`src/hdl/aux_test_pkg.sv`:
```
package aux_test_pkg;

   // register byte offsets
   localparam logic [7:0] OFS_SOURCE_SELECT = 8'h38;
   localparam logic [7:0] OFS_DAC_ONE = 8'h39;
   localparam logic [7:0] OFS_DAC_TWO = 8'h3a;
   localparam logic [7:0] OFS_ADC_READBACK = 8'h3b;
   localparam logic [7:0] OFS_SLOT_A = 8'h3c;
   localparam logic [7:0] OFS_SLOT_B = 8'h3d;
   localparam logic [7:0] OFS_SLOT_C = 8'h3e;
   localparam logic [7:0] OFS_SLOT_D = 8'h3f;
   localparam logic [7:0] OFS_PROBE_SELECT = 8'h40;

   // field positions
   localparam int FIRST_SRC_LSB = 4;
   localparam int SECOND_SRC_LSB = 0;
   localparam int ADC_I_LSB = 4;
   localparam int ADC_Q_LSB = 0;

   // reset values
   localparam logic [7:0] RST_SOURCE_SELECT = 8'h00;
   localparam logic [5:0] RST_DAC = 6'h00;
   localparam logic [7:0] RST_SLOT_A = 8'hff;
   localparam logic [7:0] RST_SLOT_B = 8'h00;
   localparam logic [7:0] RST_SLOT_C = 8'h03;
   localparam logic [7:0] RST_SLOT_D = 8'h00;
   localparam logic [2:0] RST_PROBE_PICK = 3'h0;

   // selector encodings shared by both pins
   localparam logic [3:0] SEL_HIGH_Z = 4'h0;
   localparam logic [3:0] SEL_DAC = 4'h1;
   localparam logic [3:0] SEL_CORRELATOR = 4'h2;
   localparam logic [3:0] SEL_FLOOR_LEVEL = 4'h4;
   localparam logic [3:0] SEL_ADC_I = 4'h5;
   localparam logic [3:0] SEL_ADC_Q = 4'h6;
   localparam logic [3:0] SEL_CONST_HIGH = 4'ha;
   localparam logic [3:0] SEL_CONST_LOW = 4'hb;
   localparam logic [3:0] SEL_SENDING = 4'hc;
   localparam logic [3:0] SEL_RECEIVING = 4'hd;
   localparam logic [3:0] SEL_SUBCARRIER = 4'he;
   localparam logic [3:0] SEL_PROBE_BIT = 4'hf;

   // analogue route code for the current-source output stage
   typedef enum logic [2:0] {
      ROUTE_NONE,
      ROUTE_DAC,
      ROUTE_CORRELATOR,
      ROUTE_FLOOR_LEVEL,
      ROUTE_ADC_I,
      ROUTE_ADC_Q
   } analog_route_t;

   // one auxiliary pin's drive
   typedef struct packed {
      logic dout;
      logic oe_n;
      analog_route_t route;
   } pin_drive_t;

   // status from the transceiver core
   typedef struct packed {
      logic sending;
      logic receiving;
      logic subcarrier;
      logic low_rate;
   } link_status_t;

endpackage

```
`src/hdl/aux_test_output_select.sv`:
```
`timescale 1ns/10ps

module aux_test_output_select #(
   parameter int BUS_WIDTH = 8
) (
   // clock and reset
   input wire logic clk_sys,
   input wire logic srst,
   // avalon-mm slave
   input wire logic [7:0] avs_address,
   input wire logic avs_read,
   input wire logic avs_write,
   input wire logic [31:0] avs_writedata,
   output logic [31:0] avs_readdata,
   output logic avs_waitrequest,
   // core status, same clock
   input wire aux_test_pkg::link_status_t link_status,
   input wire logic [BUS_WIDTH-1:0] probe_bus,
   input wire logic [3:0] adc_i_sample,
   input wire logic [3:0] adc_q_sample,
   // analogue stage controls
   output logic [5:0] probe_dac_one,
   output logic [5:0] probe_dac_two,
   // auxiliary pins
   output aux_test_pkg::pin_drive_t test_out_pin_one,
   output aux_test_pkg::pin_drive_t test_out_pin_two
);

   logic [3:0] first_pin_source_r, first_pin_source_nxt;
   logic [3:0] second_pin_source_r, second_pin_source_nxt;
   logic [5:0] dac_one_r, dac_one_nxt;
   logic [5:0] dac_two_r, dac_two_nxt;
   logic [7:0] slot_a_r, slot_a_nxt;
   logic [7:0] slot_b_r, slot_b_nxt;
   logic [7:0] slot_c_r, slot_c_nxt;
   logic [7:0] slot_d_r, slot_d_nxt;
   logic [2:0] probe_bus_bit_pick_r, probe_bus_bit_pick_nxt;
   logic [31:0] rdata_r, rdata_nxt;
   logic ack_r, ack_nxt;
   aux_test_pkg::pin_drive_t pin_one_r, pin_one_nxt;
   aux_test_pkg::pin_drive_t pin_two_r, pin_two_nxt;
   logic probe_bit;
   logic req;
   logic wr_take;

   // one wait state per access: the ack cycle is the only taking edge
   assign req = avs_read | avs_write;
   assign avs_waitrequest = req & ~ack_r;
   assign wr_take = avs_write & ack_r;
   assign avs_readdata = rdata_r;

   // the picked bit; an out-of-range pick reads zero on narrow buses
   assign probe_bit = (32'(probe_bus_bit_pick_r) < BUS_WIDTH) ?
                      probe_bus[probe_bus_bit_pick_r] : 1'b0;

   // per-pin selector decode, shared so both pins decode alike
   function automatic aux_test_pkg::pin_drive_t decode_pin(
      input logic [3:0] code,
      input aux_test_pkg::link_status_t st,
      input logic pbit
   );
      aux_test_pkg::pin_drive_t d;
      d.dout = 1'b0;
      d.oe_n = 1'b1;
      d.route = aux_test_pkg::ROUTE_NONE;
      case (code)
         aux_test_pkg::SEL_HIGH_Z: d.oe_n = 1'b1;
         aux_test_pkg::SEL_DAC: d.route = aux_test_pkg::ROUTE_DAC;
         aux_test_pkg::SEL_CORRELATOR: d.route = aux_test_pkg::ROUTE_CORRELATOR;
         aux_test_pkg::SEL_FLOOR_LEVEL: d.route = aux_test_pkg::ROUTE_FLOOR_LEVEL;
         aux_test_pkg::SEL_ADC_I: d.route = aux_test_pkg::ROUTE_ADC_I;
         aux_test_pkg::SEL_ADC_Q: d.route = aux_test_pkg::ROUTE_ADC_Q;
         aux_test_pkg::SEL_CONST_HIGH:
         begin
            d.oe_n = 1'b0;
            d.dout = 1'b1;
         end
         aux_test_pkg::SEL_CONST_LOW:
         begin
            d.oe_n = 1'b0;
            d.dout = 1'b0;
         end
         aux_test_pkg::SEL_SENDING:
         begin
            d.oe_n = 1'b0;
            d.dout = st.sending;
         end
         aux_test_pkg::SEL_RECEIVING:
         begin
            d.oe_n = 1'b0;
            d.dout = st.receiving;
         end
         aux_test_pkg::SEL_SUBCARRIER:
         begin
            d.oe_n = 1'b0;
            d.dout = st.subcarrier & ~st.low_rate;
         end
         aux_test_pkg::SEL_PROBE_BIT:
         begin
            d.oe_n = 1'b0;
            d.dout = pbit;
         end
         // reserved codes release the pin and route nothing
         default: d.oe_n = 1'b1;
      endcase
      return d;
   endfunction

   // register file next state and read mux
   always_comb
   begin
      first_pin_source_nxt = first_pin_source_r;
      second_pin_source_nxt = second_pin_source_r;
      dac_one_nxt = dac_one_r;
      dac_two_nxt = dac_two_r;
      slot_a_nxt = slot_a_r;
      slot_b_nxt = slot_b_r;
      slot_c_nxt = slot_c_r;
      slot_d_nxt = slot_d_r;
      probe_bus_bit_pick_nxt = probe_bus_bit_pick_r;
      rdata_nxt = rdata_r;
      ack_nxt = req & ~ack_r;
      if (wr_take)
      begin
         case (avs_address)
            aux_test_pkg::OFS_SOURCE_SELECT:
            begin
               first_pin_source_nxt = avs_writedata[aux_test_pkg::FIRST_SRC_LSB +: 4];
               second_pin_source_nxt = avs_writedata[aux_test_pkg::SECOND_SRC_LSB +: 4];
            end
            aux_test_pkg::OFS_DAC_ONE: dac_one_nxt = avs_writedata[5:0];
            aux_test_pkg::OFS_DAC_TWO: dac_two_nxt = avs_writedata[5:0];
            aux_test_pkg::OFS_SLOT_A: slot_a_nxt = avs_writedata[7:0];
            aux_test_pkg::OFS_SLOT_B: slot_b_nxt = avs_writedata[7:0];
            aux_test_pkg::OFS_SLOT_C: slot_c_nxt = avs_writedata[7:0];
            aux_test_pkg::OFS_SLOT_D: slot_d_nxt = avs_writedata[7:0];
            aux_test_pkg::OFS_PROBE_SELECT: probe_bus_bit_pick_nxt = avs_writedata[2:0];
            default: ; // unmapped writes are dropped
         endcase
      end
      // read data prepared in the wait cycle, presented on the ack edge
      if (avs_read & ~ack_r)
      begin
         rdata_nxt = 32'h0;
         case (avs_address)
            aux_test_pkg::OFS_SOURCE_SELECT:
               rdata_nxt[7:0] = {first_pin_source_r, second_pin_source_r};
            aux_test_pkg::OFS_DAC_ONE: rdata_nxt[5:0] = dac_one_r;
            aux_test_pkg::OFS_DAC_TWO: rdata_nxt[5:0] = dac_two_r;
            aux_test_pkg::OFS_ADC_READBACK:
               rdata_nxt[7:0] = {adc_i_sample, adc_q_sample};
            aux_test_pkg::OFS_SLOT_A: rdata_nxt[7:0] = slot_a_r;
            aux_test_pkg::OFS_SLOT_B: rdata_nxt[7:0] = slot_b_r;
            aux_test_pkg::OFS_SLOT_C: rdata_nxt[7:0] = slot_c_r;
            aux_test_pkg::OFS_SLOT_D: rdata_nxt[7:0] = slot_d_r;
            aux_test_pkg::OFS_PROBE_SELECT: rdata_nxt[2:0] = probe_bus_bit_pick_r;
            default: rdata_nxt = 32'h0; // unmapped reads return zero
         endcase
      end
   end

   // pins are registered so the pads see no decode glitches
   always_comb
   begin
      pin_one_nxt = decode_pin(first_pin_source_r, link_status, probe_bit);
      pin_two_nxt = decode_pin(second_pin_source_r, link_status, probe_bit);
   end

   always_ff @(posedge clk_sys)
   begin
      if (srst)
      begin
         first_pin_source_r <= aux_test_pkg::RST_SOURCE_SELECT[aux_test_pkg::FIRST_SRC_LSB +: 4];
         second_pin_source_r <= aux_test_pkg::RST_SOURCE_SELECT[aux_test_pkg::SECOND_SRC_LSB +: 4];
         dac_one_r <= aux_test_pkg::RST_DAC;
         dac_two_r <= aux_test_pkg::RST_DAC;
         slot_a_r <= aux_test_pkg::RST_SLOT_A;
         slot_b_r <= aux_test_pkg::RST_SLOT_B;
         slot_c_r <= aux_test_pkg::RST_SLOT_C;
         slot_d_r <= aux_test_pkg::RST_SLOT_D;
         probe_bus_bit_pick_r <= aux_test_pkg::RST_PROBE_PICK;
         rdata_r <= 32'h0;
         ack_r <= 1'b0;
         pin_one_r <= '{dout: 1'b0, oe_n: 1'b1, route: aux_test_pkg::ROUTE_NONE};
         pin_two_r <= '{dout: 1'b0, oe_n: 1'b1, route: aux_test_pkg::ROUTE_NONE};
      end
      else
      begin
         first_pin_source_r <= first_pin_source_nxt;
         second_pin_source_r <= second_pin_source_nxt;
         dac_one_r <= dac_one_nxt;
         dac_two_r <= dac_two_nxt;
         slot_a_r <= slot_a_nxt;
         slot_b_r <= slot_b_nxt;
         slot_c_r <= slot_c_nxt;
         slot_d_r <= slot_d_nxt;
         probe_bus_bit_pick_r <= probe_bus_bit_pick_nxt;
         rdata_r <= rdata_nxt;
         ack_r <= ack_nxt;
         pin_one_r <= pin_one_nxt;
         pin_two_r <= pin_two_nxt;
      end
   end

   assign test_out_pin_one = pin_one_r;
   assign test_out_pin_two = pin_two_r;
   assign probe_dac_one = dac_one_r;
   assign probe_dac_two = dac_two_r;

   // pin follows a constant-high code one edge after the write is taken
   src_high_a: assert property (@(posedge clk_sys) disable iff (srst)
      (first_pin_source_r == aux_test_pkg::SEL_CONST_HIGH) |=> 
      (!test_out_pin_one.oe_n && test_out_pin_one.dout))
      else $error("pin one not high for high code");

   hi_z_a: assert property (@(posedge clk_sys) disable iff (srst)
      (second_pin_source_r == aux_test_pkg::SEL_HIGH_Z) |=> test_out_pin_two.oe_n)
      else $error("pin two driven in high-impedance code");

   dac_route_a: assert property (@(posedge clk_sys) disable iff (srst)
      (first_pin_source_r == aux_test_pkg::SEL_DAC) |=>
      (test_out_pin_one.route == aux_test_pkg::ROUTE_DAC && test_out_pin_one.oe_n))
      else $error("dac not routed to pin one");

   adc_q_a: assert property (@(posedge clk_sys) disable iff (srst)
      (second_pin_source_r == aux_test_pkg::SEL_ADC_Q) |=>
      (test_out_pin_two.route == aux_test_pkg::ROUTE_ADC_Q))
      else $error("q sample not routed to pin two");

   sending_a: assert property (@(posedge clk_sys) disable iff (srst)
      (first_pin_source_r == aux_test_pkg::SEL_SENDING) |=>
      (test_out_pin_one.dout == $past(link_status.sending)))
      else $error("pin one not following sending");

   subcarrier_a: assert property (@(posedge clk_sys) disable iff (srst)
      (first_pin_source_r == aux_test_pkg::SEL_SUBCARRIER && link_status.low_rate) |=>
      !test_out_pin_one.dout)
      else $error("subcarrier shown at lowest rate");

   write_wait_a: assert property (@(posedge clk_sys) disable iff (srst)
      ($rose(avs_write) && !ack_r) |-> avs_waitrequest ##1 !avs_waitrequest)
      else $error("write not answered after one wait state");

   src_write_a: assert property (@(posedge clk_sys) disable iff (srst)
      (wr_take && avs_address == aux_test_pkg::OFS_SOURCE_SELECT) |=>
      ({first_pin_source_r, second_pin_source_r} == $past(avs_writedata[7:0])))
      else $error("source select write lost");

   adc_read_a: assert property (@(posedge clk_sys) disable iff (srst)
      (avs_read && !ack_r && avs_address == aux_test_pkg::OFS_ADC_READBACK) |=>
      (avs_readdata == {24'h0, $past(adc_i_sample), $past(adc_q_sample)}))
      else $error("adc readback wrong");

   rsvd_zero_a: assert property (@(posedge clk_sys) disable iff (srst)
      (avs_read && !ack_r && avs_address == aux_test_pkg::OFS_DAC_TWO) |=>
      (avs_readdata[31:6] == 26'h0))
      else $error("reserved dac bits not zero");

   const_low_a: assert property (@(posedge clk_sys) disable iff (srst)
      (first_pin_source_r == aux_test_pkg::SEL_CONST_LOW) |=>
      (!test_out_pin_one.oe_n && !test_out_pin_one.dout))
      else $error("pin one not low for low code");

   floor_route_a: assert property (@(posedge clk_sys) disable iff (srst)
      (second_pin_source_r == aux_test_pkg::SEL_FLOOR_LEVEL) |=>
      (test_out_pin_two.route == aux_test_pkg::ROUTE_FLOOR_LEVEL && test_out_pin_two.oe_n))
      else $error("floor level not routed to pin two");

   receiving_a: assert property (@(posedge clk_sys) disable iff (srst)
      (second_pin_source_r == aux_test_pkg::SEL_RECEIVING) |=>
      (!test_out_pin_two.oe_n && test_out_pin_two.dout == $past(link_status.receiving)))
      else $error("pin two not following receiving");

   probe_pin_a: assert property (@(posedge clk_sys) disable iff (srst)
      (first_pin_source_r == aux_test_pkg::SEL_PROBE_BIT) |=>
      (!test_out_pin_one.oe_n && test_out_pin_one.dout == $past(probe_bit)))
      else $error("pin one not showing picked bus bit");

   dac_two_route_a: assert property (@(posedge clk_sys) disable iff (srst)
      (second_pin_source_r == aux_test_pkg::SEL_DAC) |=>
      (test_out_pin_two.route == aux_test_pkg::ROUTE_DAC && test_out_pin_two.oe_n))
      else $error("dac two not routed to pin two");

   rsvd_code_a: assert property (@(posedge clk_sys) disable iff (srst)
      (first_pin_source_r inside {4'h3, 4'h7, 4'h8, 4'h9}) |=>
      (test_out_pin_one.oe_n && test_out_pin_one.route == aux_test_pkg::ROUTE_NONE))
      else $error("reserved code had an effect on pin one");

endmodule

```
`config.mk`:
```
export PLATFORM = sky130hd
export DESIGN_NAME = aux_test_output_select
export DESIGN_NICKNAME = d
export VERILOG_FILES = /design/src/hdl/aux_test_pkg.sv /design/src/hdl/aux_test_output_select.sv
export SDC_FILE = /design/constraint.sdc
export NUM_CORES = 1
export LEC_CHECK = 0
export ABC_CLOCK_PERIOD_IN_PS = 1600
export BUFFER_PORTS_ARGS = -buffer_cell sky130_fd_sc_hd__buf_2
export CAP_MARGIN = 15
export CORE_ASPECT_RATIO = 2
export CORE_UTILIZATION = 46
export DETAILED_ROUTE_END_ITERATION = 8
export PLACE_DENSITY = 0.82
export SYNTH_ARGS = -nofsm -noshare
export SYNTH_HDL_FRONTEND = slang
export SYNTH_SLANG_ARGS = --single-unit
```
`constraint.sdc`:
```
create_clock -name clk_sys -period 1.6 [get_ports clk_sys]
set_clock_uncertainty 0.2 [all_clocks]
set_input_delay 0.08 -clock clk_sys [delete_from_list [all_inputs] [get_ports clk_sys]]
set_output_delay 0.08 -clock clk_sys [all_outputs]
set_load 0.1 [all_outputs]
```
; ---- After elaboration in Yosys (flattened, before gate mapping)
; Cells that the tools add are included.
[op_classes]
addsub = 0
n_mux = 11
mul = 0
magnitude_cmp = 1
n_div = 0
n_shift = 0
n_eq_ne = 31
n_reduce_logical = 10
bitwise_logic = 7
[op_table]
columns = op, count
row1 = 8-bit by 6-bit equality test with 1-bit output (second input constant), 8
row2 = 4-bit equality test (second input constant), 12
row3 = 3-bit case mux with 5 select lines, 2
row4 = 3-bit case mux with 9 select lines, 1
row5 = 4-bit by 3-bit equality test with 1-bit output (second input constant), 6
row6 = 3-bit case mux with 8 select lines, 1
row7 = 2-bit AND reduction, 8
row8 = 2-bit case mux with 6 select lines, 1
row9 = 6-bit OR reduction, 2
row10 = 1-bit case mux with 5 select lines, 2
row11 = 4-bit by 1-bit equality test with 1-bit output (second input constant), 2
row12 = 4-bit by 2-bit equality test with 1-bit output (second input constant), 2
row13 = 8-bit by 7-bit equality test with 1-bit output (second input constant), 1
row14 = 1-bit bitwise AND, 4
row15 = 3-bit by 4-bit < comparator with 1-bit output (second input constant), 1
row16 = 1-bit binary-select mux with 3-bit select, 1
row17 = 1-bit 2-to-1 mux, 3
row18 = 1-bit NOT, 2
row19 = 1-bit OR, 1
[totals]
latchBits = 0
inputBits = 64
ramBits = 0
mem_bits_ro = 0
regBits = 74
mem_count = 0

; ---- Logic depth before layout (Yosys ltp)
; Gate-level depths: netlist of the first run.
[logic_depth]
depth_word = 3
depth_mapped = 6
mapped_depth_nobuf = 4

; ---- Worst setup path after synthesis of the first run
; OpenSTA, ideal clock, no wires.
[synth_path]
path_type = register -> register
startpoint = reg dac_two_r[0] (netlist: probe_dac_two[0])
endpoint = reg rdata_r[0] (netlist: avs_readdata[0])
setup_ns = 0.088
slack_ns = -0.555
n_path_buf = 0
arrival_time_ns = 1.866
stages_incl_launch_ff = 5
synth_period_minus_slack_ns = 2.155
path_cell_list = dfxtp_1 > mux2_2 > a221oi_1 > or3_1 > a311oi_2
[synth_via]
elab_chain_len = 1
[synth_lines]
columns = item, line
row1 = "start, declared", aux_test_output_select.sv:32  ; logic [5:0] dac_two_r, dac_two_nxt;
row2 = "start signal, assigned", aux_test_output_select.sv:176  ; dac_two_r <= aux_test_pkg::RST_DAC;
row3 = "start signal, assigned", aux_test_output_select.sv:192  ; dac_two_r <= dac_two_nxt;
row4 = 3-bit case mux with 9 select lines, aux_test_output_select.sv:145  ; case (avs_address)
row5 = "end signal, assigned", aux_test_output_select.sv:198  ; rdata_r <= rdata_nxt;
row6 = "end, declared", aux_test_output_select.sv:38  ; logic [31:0] rdata_r, rdata_nxt;
; Every way passes these cells.
; A chain may end at the register's enable or synchronous reset.

; ---- Worst setup path in the final report of the first run
[layout_path]
startpoint = reg probe_bus_bit_pick_r[0]
endpoint = reg pin_one_r (netlist bit test_out_pin_one[4])
[layout_via]
elab_chain_len = 3
[layout_lines]
columns = item, line
row1 = "start, declared", aux_test_output_select.sv:37  ; logic [2:0] probe_bus_bit_pick_r, probe_bus_bit_pick_nxt;
row2 = "start signal, assigned", aux_test_output_select.sv:181  ; probe_bus_bit_pick_r <= aux_test_pkg::RST_PROBE_PICK;
row3 = "start signal, assigned", aux_test_output_select.sv:197  ; probe_bus_bit_pick_r <= probe_bus_bit_pick_nxt;
row4 = 1-bit binary-select mux with 3-bit select, aux_test_output_select.sv:54  ; probe_bus[probe_bus_bit_pick_r] : 1'b0;
row5 = 1-bit 2-to-1 mux (implied by the code), aux_test_output_select.sv:54
row6 = 1-bit case mux with 5 select lines, aux_test_output_select.sv:66  ; case (code)
row7 = "end signal, assigned", aux_test_output_select.sv:184  ; pin_one_r <= '{dout: 1'b0, oe_n: 1'b1, route: aux_test_pkg::ROUTE_NONE};
row8 = "end signal, assigned", aux_test_output_select.sv:200  ; pin_one_r <= pin_one_nxt;
row9 = "end, declared", aux_test_output_select.sv:40  ; aux_test_pkg::pin_drive_t pin_one_r, pin_one_nxt;
; Every way passes these cells. The select of a mux whose other input is x is not followed.

==> metrics.txt, run 1 <==
number of global-route vias before repair 2982; crit path time final 1.63 ns; Post-Synth XOR/XNOR Area less than 1%; setup repair bufs after CTS 0; largest family of logic cells by synthesized area multiplexers; Clk pin slew, worst setup/hold paths 0.06 ns; core box area 0.00766 mm²; H-tree Lvls 3; post-synthesis to final-layout area growth 27.2%; antenna-violating nets left 0; layout cells sized above 1 31.8%; port buffer count 70; CP Data Required Time 1.62 ns; global-route wire length before repair around 14000 µm; initial antenna violation count 0; multi-input logic area 0.00196 mm²; fin crit share 102%; Yosys cell types 52; P_leak 2.34 nW; Ports 119; CTS tree yes; gpl congestion ~0.91; Power Density 962 mW/mm²; post-synthesis cell count approximately 380; DRC viols 0; final WL 9080 µm; Via density 5.49; # diodes 0; DR vias between 3k and 4k; drt pass-1 iters 4; Detailed Place HPWL a little under 7000 µm; area share of fa/ha/maj cells after synthesis 0%; CP max FO 3; chip height between 100 and 150 µm; Initial Util 48.1%; #FFs+latches synth 74; Final Max Tran Viols 0; largest net degree at the start of global routing between 40 and 50; post-placement worst setup slack -0.0568 ns; die area around 0.0084 mm²; initial drt markers between 100 and 150; gr ovfl total 0; critical path type reg -> reg; Max Cap Violations 0; CP arrival 1.65 ns; clk_lat worst skew between 0.3 and 0.4 ns; final setup margin -0.0320 ns; post-layout util 61.2%; most common cell after layout, fill and taps aside buf_2; Most used DFF post-synth dfxtp_1; CTS Buffer Depth 2; final net count between 500 and 600; fraction of registers with async set/reset 0%; post-synthesis compound-gate area fraction under 10%; Peak Freq 0.613 GHz; Post-synth EDFFs 0; DR WL/cell 16.1 µm; fraction of synthesized area in multiplexers 22.2%; yosys warns 0; Overall Global Routing Usage 23.1%; FF/Latch Area 0.00151 mm²; worst min path class in -> reg; Mapped Area 0.00368 mm²; Root Driver clkbuf_16; worst vdd ir 0.573 mV; Worst Setup End Kind register; CTS buffer count 9; RSZ-0062 raised after global routing yes; Synth Area per Inst roughly 10 µm²; Seq/Total Area, Yosys 40.2%; Die Width 65.3 µm; Finish-stage setup viols 2; status finished, violations left; Pwr Total 4.51 mW; violated checks negative setup slack; Setup crit start kind register; Hold Fails Final Rpt 0; clock tree sinks between 70 and 80; commonest non-fill, non-tap cells in the layout buf_2 (68), nor2_1 (62), dfxtp_1 (59), mux2i_1 (51), conb_1 (24); Filler cells 648; # rows 45; Synth Area in Simple Gates 18.1%
-- final cells by class --
type                    instances  share of cell area [%]
well taps                      94                    2.51
flip-flops and latches         74                    32.2
inverters                       4                   0.321
multi-input cells             269                    41.9
clock inverters                 6                    1.58
repair buffers                108                    16.5
clock buffers                  10                    5.10
-- synthesized netlist by cell type (3+ instances only) --
| library cell | number | area share (%) |
|---|---|---|
| a21oi_1 | 19 | 2.6 |
| dfxtp_1 | 74 | 40 |
| nand4_2 | 7 | 2.4 |
| o21ai_0 | 4 | 0.54 |
| nor3_1 | 17 | 2.3 |
| nor4_1 | 3 | 0.51 |
| nand4_1 | 3 | 0.51 |
| xnor2_1 | 4 | 0.95 |
| mux2i_1 | 52 | 14 |
| nor2b_1 | 3 | 0.51 |
| nand2_1 | 7 | 0.71 |
| mux4_1 | 7 | 5.0 |
| a221oi_1 | 3 | 0.71 |
| buf_4 | 28 | 5.7 |
| clkbuf_1 | 13 | 1.3 |
| inv_1 | 4 | 0.41 |
| a32o_1 | 3 | 0.82 |
| mux2_2 | 6 | 1.8 |
| nor4b_1 | 4 | 0.95 |
| buf_2 | 5 | 0.68 |
| nor2_1 | 63 | 6.4 |
-- worst max-delay path, stage by stage (launching register included) --
cell	delay, ns
dfxtp_4	0.36
mux4_2	0.48
mux2_4	0.30
nand4_1	0.11
a21oi_1	0.07
-- path summary, 6_finish.rpt --
path	from	endpoint	slack [ns]	depth (start not counted)
setup / recovery	probe_bus_bit_pick_r[0]	test_out_pin_one[4]	-0.03	4
hold / removal	adc_q_sample[1]	avs_readdata[1]	0.02	4
setup reg to reg	probe_bus_bit_pick_r[0]	test_out_pin_one[4]	-0.03	4
hold reg to reg	avs_readdata[5]	avs_readdata[5]	0.28	2
-- registers in the layout, summed over array words and instances (netlist names), 4 cells and up --
name	cells
test_out_pin_one	5
slot_c_r	8
second_pin_source_r	4
slot_a_r	8
first_pin_source_r	4
slot_b_r	8
test_out_pin_two	5
slot_d_r	8
avs_readdata	8
probe_dac_one	6
probe_dac_two	6
-- power breakdown --
group	switching [mW]	internal [mW]
Combinational	0.449	0.147
Sequential	0.00419	1.84
Clock	0.796	1.27
-- routing by layer --
metal  wire [µm]  up-vias  GRT usage (%)
met2        4990      101           43.2
met1        3420     1483           23.0
met5           0        -              0
met3         349       23           3.10
li1            -     1493              -
met4         319        0           14.5
-- repair_timing --
item,in CTS,in global routing
gates resized for setup,3,6
endpoints found under the setup margin,9,46
pin swaps,2,2
endpoints found under the hold margin,56,0
hold buffers,12,0
gates cloned,0,0
-- logic make-up after synthesis --
group | after synthesis
multiplexers | 67
AND/OR/NAND/NOR | 127
buffers and inverters | 56
other | 1
flip-flops | 74
XOR/XNOR | 4
AO/OA/AOI/OAI | 47
-- per-stage QoR --
step / hold WS [ns] / cells / instance area (µm²) / TNS (ns)
final: 0.0151 / 565 / 4680 / -0.0393
after CTS: 0.00811 / 566 / 4680 / -0.0585
after global routing: 0.0401 / 565 / 4680 / -0.125
after global placement: 0.182 / 538 / 4230 / -0.140
after detailed placement: 0.199 / 538 / 4230 / -0.436
after floorplan: 0.0238 / 399 / 3800 / -0.191
No activity file was read; power rests on OpenSTA's default activity.
==> run 2, diff against run 1 <==
--- a/config.mk
+++ b/config.mk
@@ -10,8 +10,10 @@
 export CAP_MARGIN = 15
 export CORE_ASPECT_RATIO = 2
 export CORE_UTILIZATION = 46
+export CTS_BUF_LIST = sky130_fd_sc_hd__clkbuf_4 sky130_fd_sc_hd__clkbuf_8 sky130_fd_sc_hd__clkbuf_16
 export DETAILED_ROUTE_END_ITERATION = 8
 export PLACE_DENSITY = 0.82
+export RECOVER_POWER = 50
 export SYNTH_ARGS = -nofsm -noshare
 export SYNTH_HDL_FRONTEND = slang
 export SYNTH_SLANG_ARGS = --single-unit
==> run 2 against run 1 <==
The flow still finishes with violations (negative setup slack); routed wire length shrank 0.21%; cell area down 1.2%; sequential power barely moved; combinational power down 1%; critical endpoint unchanged; largest power group unchanged.
==> metrics.txt, run 2 (synthesis gave the netlist of run 1 again) <==
status finished, violations left (unchanged); violated checks negative setup slack (unchanged); Detailed Place HPWL 6730 µm (unchanged); final instance area 0.00463 mm² (was 0.00468 mm²); Power Density 971 mW/mm² (was 962 mW/mm²); worst vdd ir 0.572 mV (was 0.573 mV); setup repair bufs after CTS 0 (unchanged); DRC viols 0 (unchanged); Worst Setup End Kind register (unchanged); DR vias 3108 (was 3100); Clk pin slew, worst setup/hold paths 0.06 ns (about the same); # rows 45 (unchanged); final net count 530 (unchanged); chip height 129 µm (unchanged); antenna-violating nets left 0 (unchanged); H-tree Lvls 3 (unchanged); gpl congestion 0.913 (unchanged); Ports 119 (unchanged); number of global-route vias before repair 2982 (unchanged); metal3 WL 367 µm (was 349 µm); DR WL/cell 16.0 µm (was 16.1 µm); layout cells sized above 1 31.4% (was 31.8%); post-layout util 60.5% (was 61.2%); CTS buffer count 9 (unchanged); core box area 0.00766 mm² (unchanged); Root Driver clkbuf_16 (unchanged); Via density 5.50 (was 5.49); CTS tree yes (unchanged); final WL 9060 µm (was 9080 µm); P_leak 2.29 nW (was 2.34 nW); # diodes 0 (unchanged); placed cell area 0.00423 mm² (unchanged); port buffer count 70 (unchanged); post-synthesis to final-layout area growth 25.7% (was 27.2%); gr ovfl total 0 (unchanged); critical path type reg -> reg (unchanged); Setup crit start kind register (unchanged); global-route wire length before repair 14500 µm (unchanged); Max Used Layer met4 (unchanged); crit path time final 1.62 ns (was 1.63 ns); Slew HR 63.7%; Initial Util 48.1% (unchanged); clk_lat worst skew 0.34 ns (about the same); routed length on met2 5020 µm (was 4990 µm); Worst-Margin Slew 0.547 ns; RSZ-0062 raised after global routing yes (unchanged); Peak Freq 0.617 GHz (was 0.613 GHz); worst min path class in -> reg (unchanged); WL met1 3370 µm (was 3420 µm); clock tree sinks 74 (unchanged); Max Cap Violations 0 (unchanged); Die Width 65.3 µm (unchanged); CP arrival 1.64 ns (was 1.65 ns); setup TNS -0.0373 ns (was -0.0393 ns); drt pass-1 iters 4 (unchanged); CTS Buffer Depth 2 (unchanged); CP Data Required Time 1.62 ns (about the same); largest net degree at the start of global routing 49 (unchanged); Final Max Tran Viols 0 (unchanged); CP max FO 3 (unchanged); initial antenna violation count 0 (unchanged); most common cell after layout, fill and taps aside nor2_1 (was buf_2); die area 0.00839 mm² (unchanged); initial drt markers 165 (was 145); fin crit share 101% (was 102%); Finish-stage setup viols 2 (unchanged); Overall Global Routing Usage 23.1% (unchanged); commonest non-fill, non-tap cells in the layout nor2_1 (62), dfxtp_1 (59), mux2i_1 (51), buf_2 (37), clkbuf_2 (30) (was buf_2 (68), nor2_1 (62), dfxtp_1 (59), mux2i_1 (51), conb_1 (24)); Hold Fails Final Rpt 0 (unchanged); final setup margin -0.0207 ns (was -0.0320 ns)
## run 2: changes by cell type in the layout (fill, tap and decap cells not counted), sizes merged
cell	change
clkbuf	+35
buf	-35
## run 2: path summary, 6_finish.rpt
check | start | end | slack [ns] | cells after the start
min | adc_q_sample[1] | avs_readdata[1] | 0.02 | 4
max reg2reg | probe_bus_bit_pick_r[0] | test_out_pin_one[4] | -0.02 | 4
max | probe_bus_bit_pick_r[0] | test_out_pin_one[4] | -0.02 | 4
min reg2reg | avs_readdata[5] | avs_readdata[5] | 0.28 | 2
## run 2: routing by layer
layer	vias up	GRT usage, %
li1	1494	-
met1	1491	23.0
met2	102	43.2
met3	21	3.10
met4	0	14.5
met5	-	0
## run 2: layout make-up
class                   count  area (µm²)
clock inverters             6        73.8
well taps                  94         118
repair buffers            108         716
flip-flops and latches     74        1510
clock buffers              10         239
fillers                   658        3030
multi-input cells         269        1960
inverters                   4        15.0
## run 2: timing repair
action / CTS / global route
endpoints found under the setup margin: 9 / 46
gates resized for setup: 3 / 6
endpoints found under the hold margin: 56 / 0
hold buffers: 12 / 0
pin swaps: 2 / 2
## run 2: report_power, final
group	switching (mW)	internal, mW
clock network	0.793	1.27
logic	0.449	0.142
registers	0.00430	1.84
## run 2: stage by stage
step | setup WS [ns] | hold slack, ns | std cells | total power, mW
finish | -0.0207 | 0.0154 | 565 | 4.50
global route | -0.0565 | 0.0401 | 565 | 4.61
CTS | -0.0302 | 0.00811 | 566 | 4.53
detailed placement | -0.0568 | 0.199 | 538 | 2.45
global placement | -0.0329 | 0.182 | 538 | 2.45
floorplan | -0.191 | 0.0238 | 399 | 2.38
## run 2: critical path: stages, from the launching register on
cell	delay (ns)
dfxtp_4	0.36
mux4_2	0.48
mux2_4	0.30
nand4_1	0.10
a21oi_1	0.07
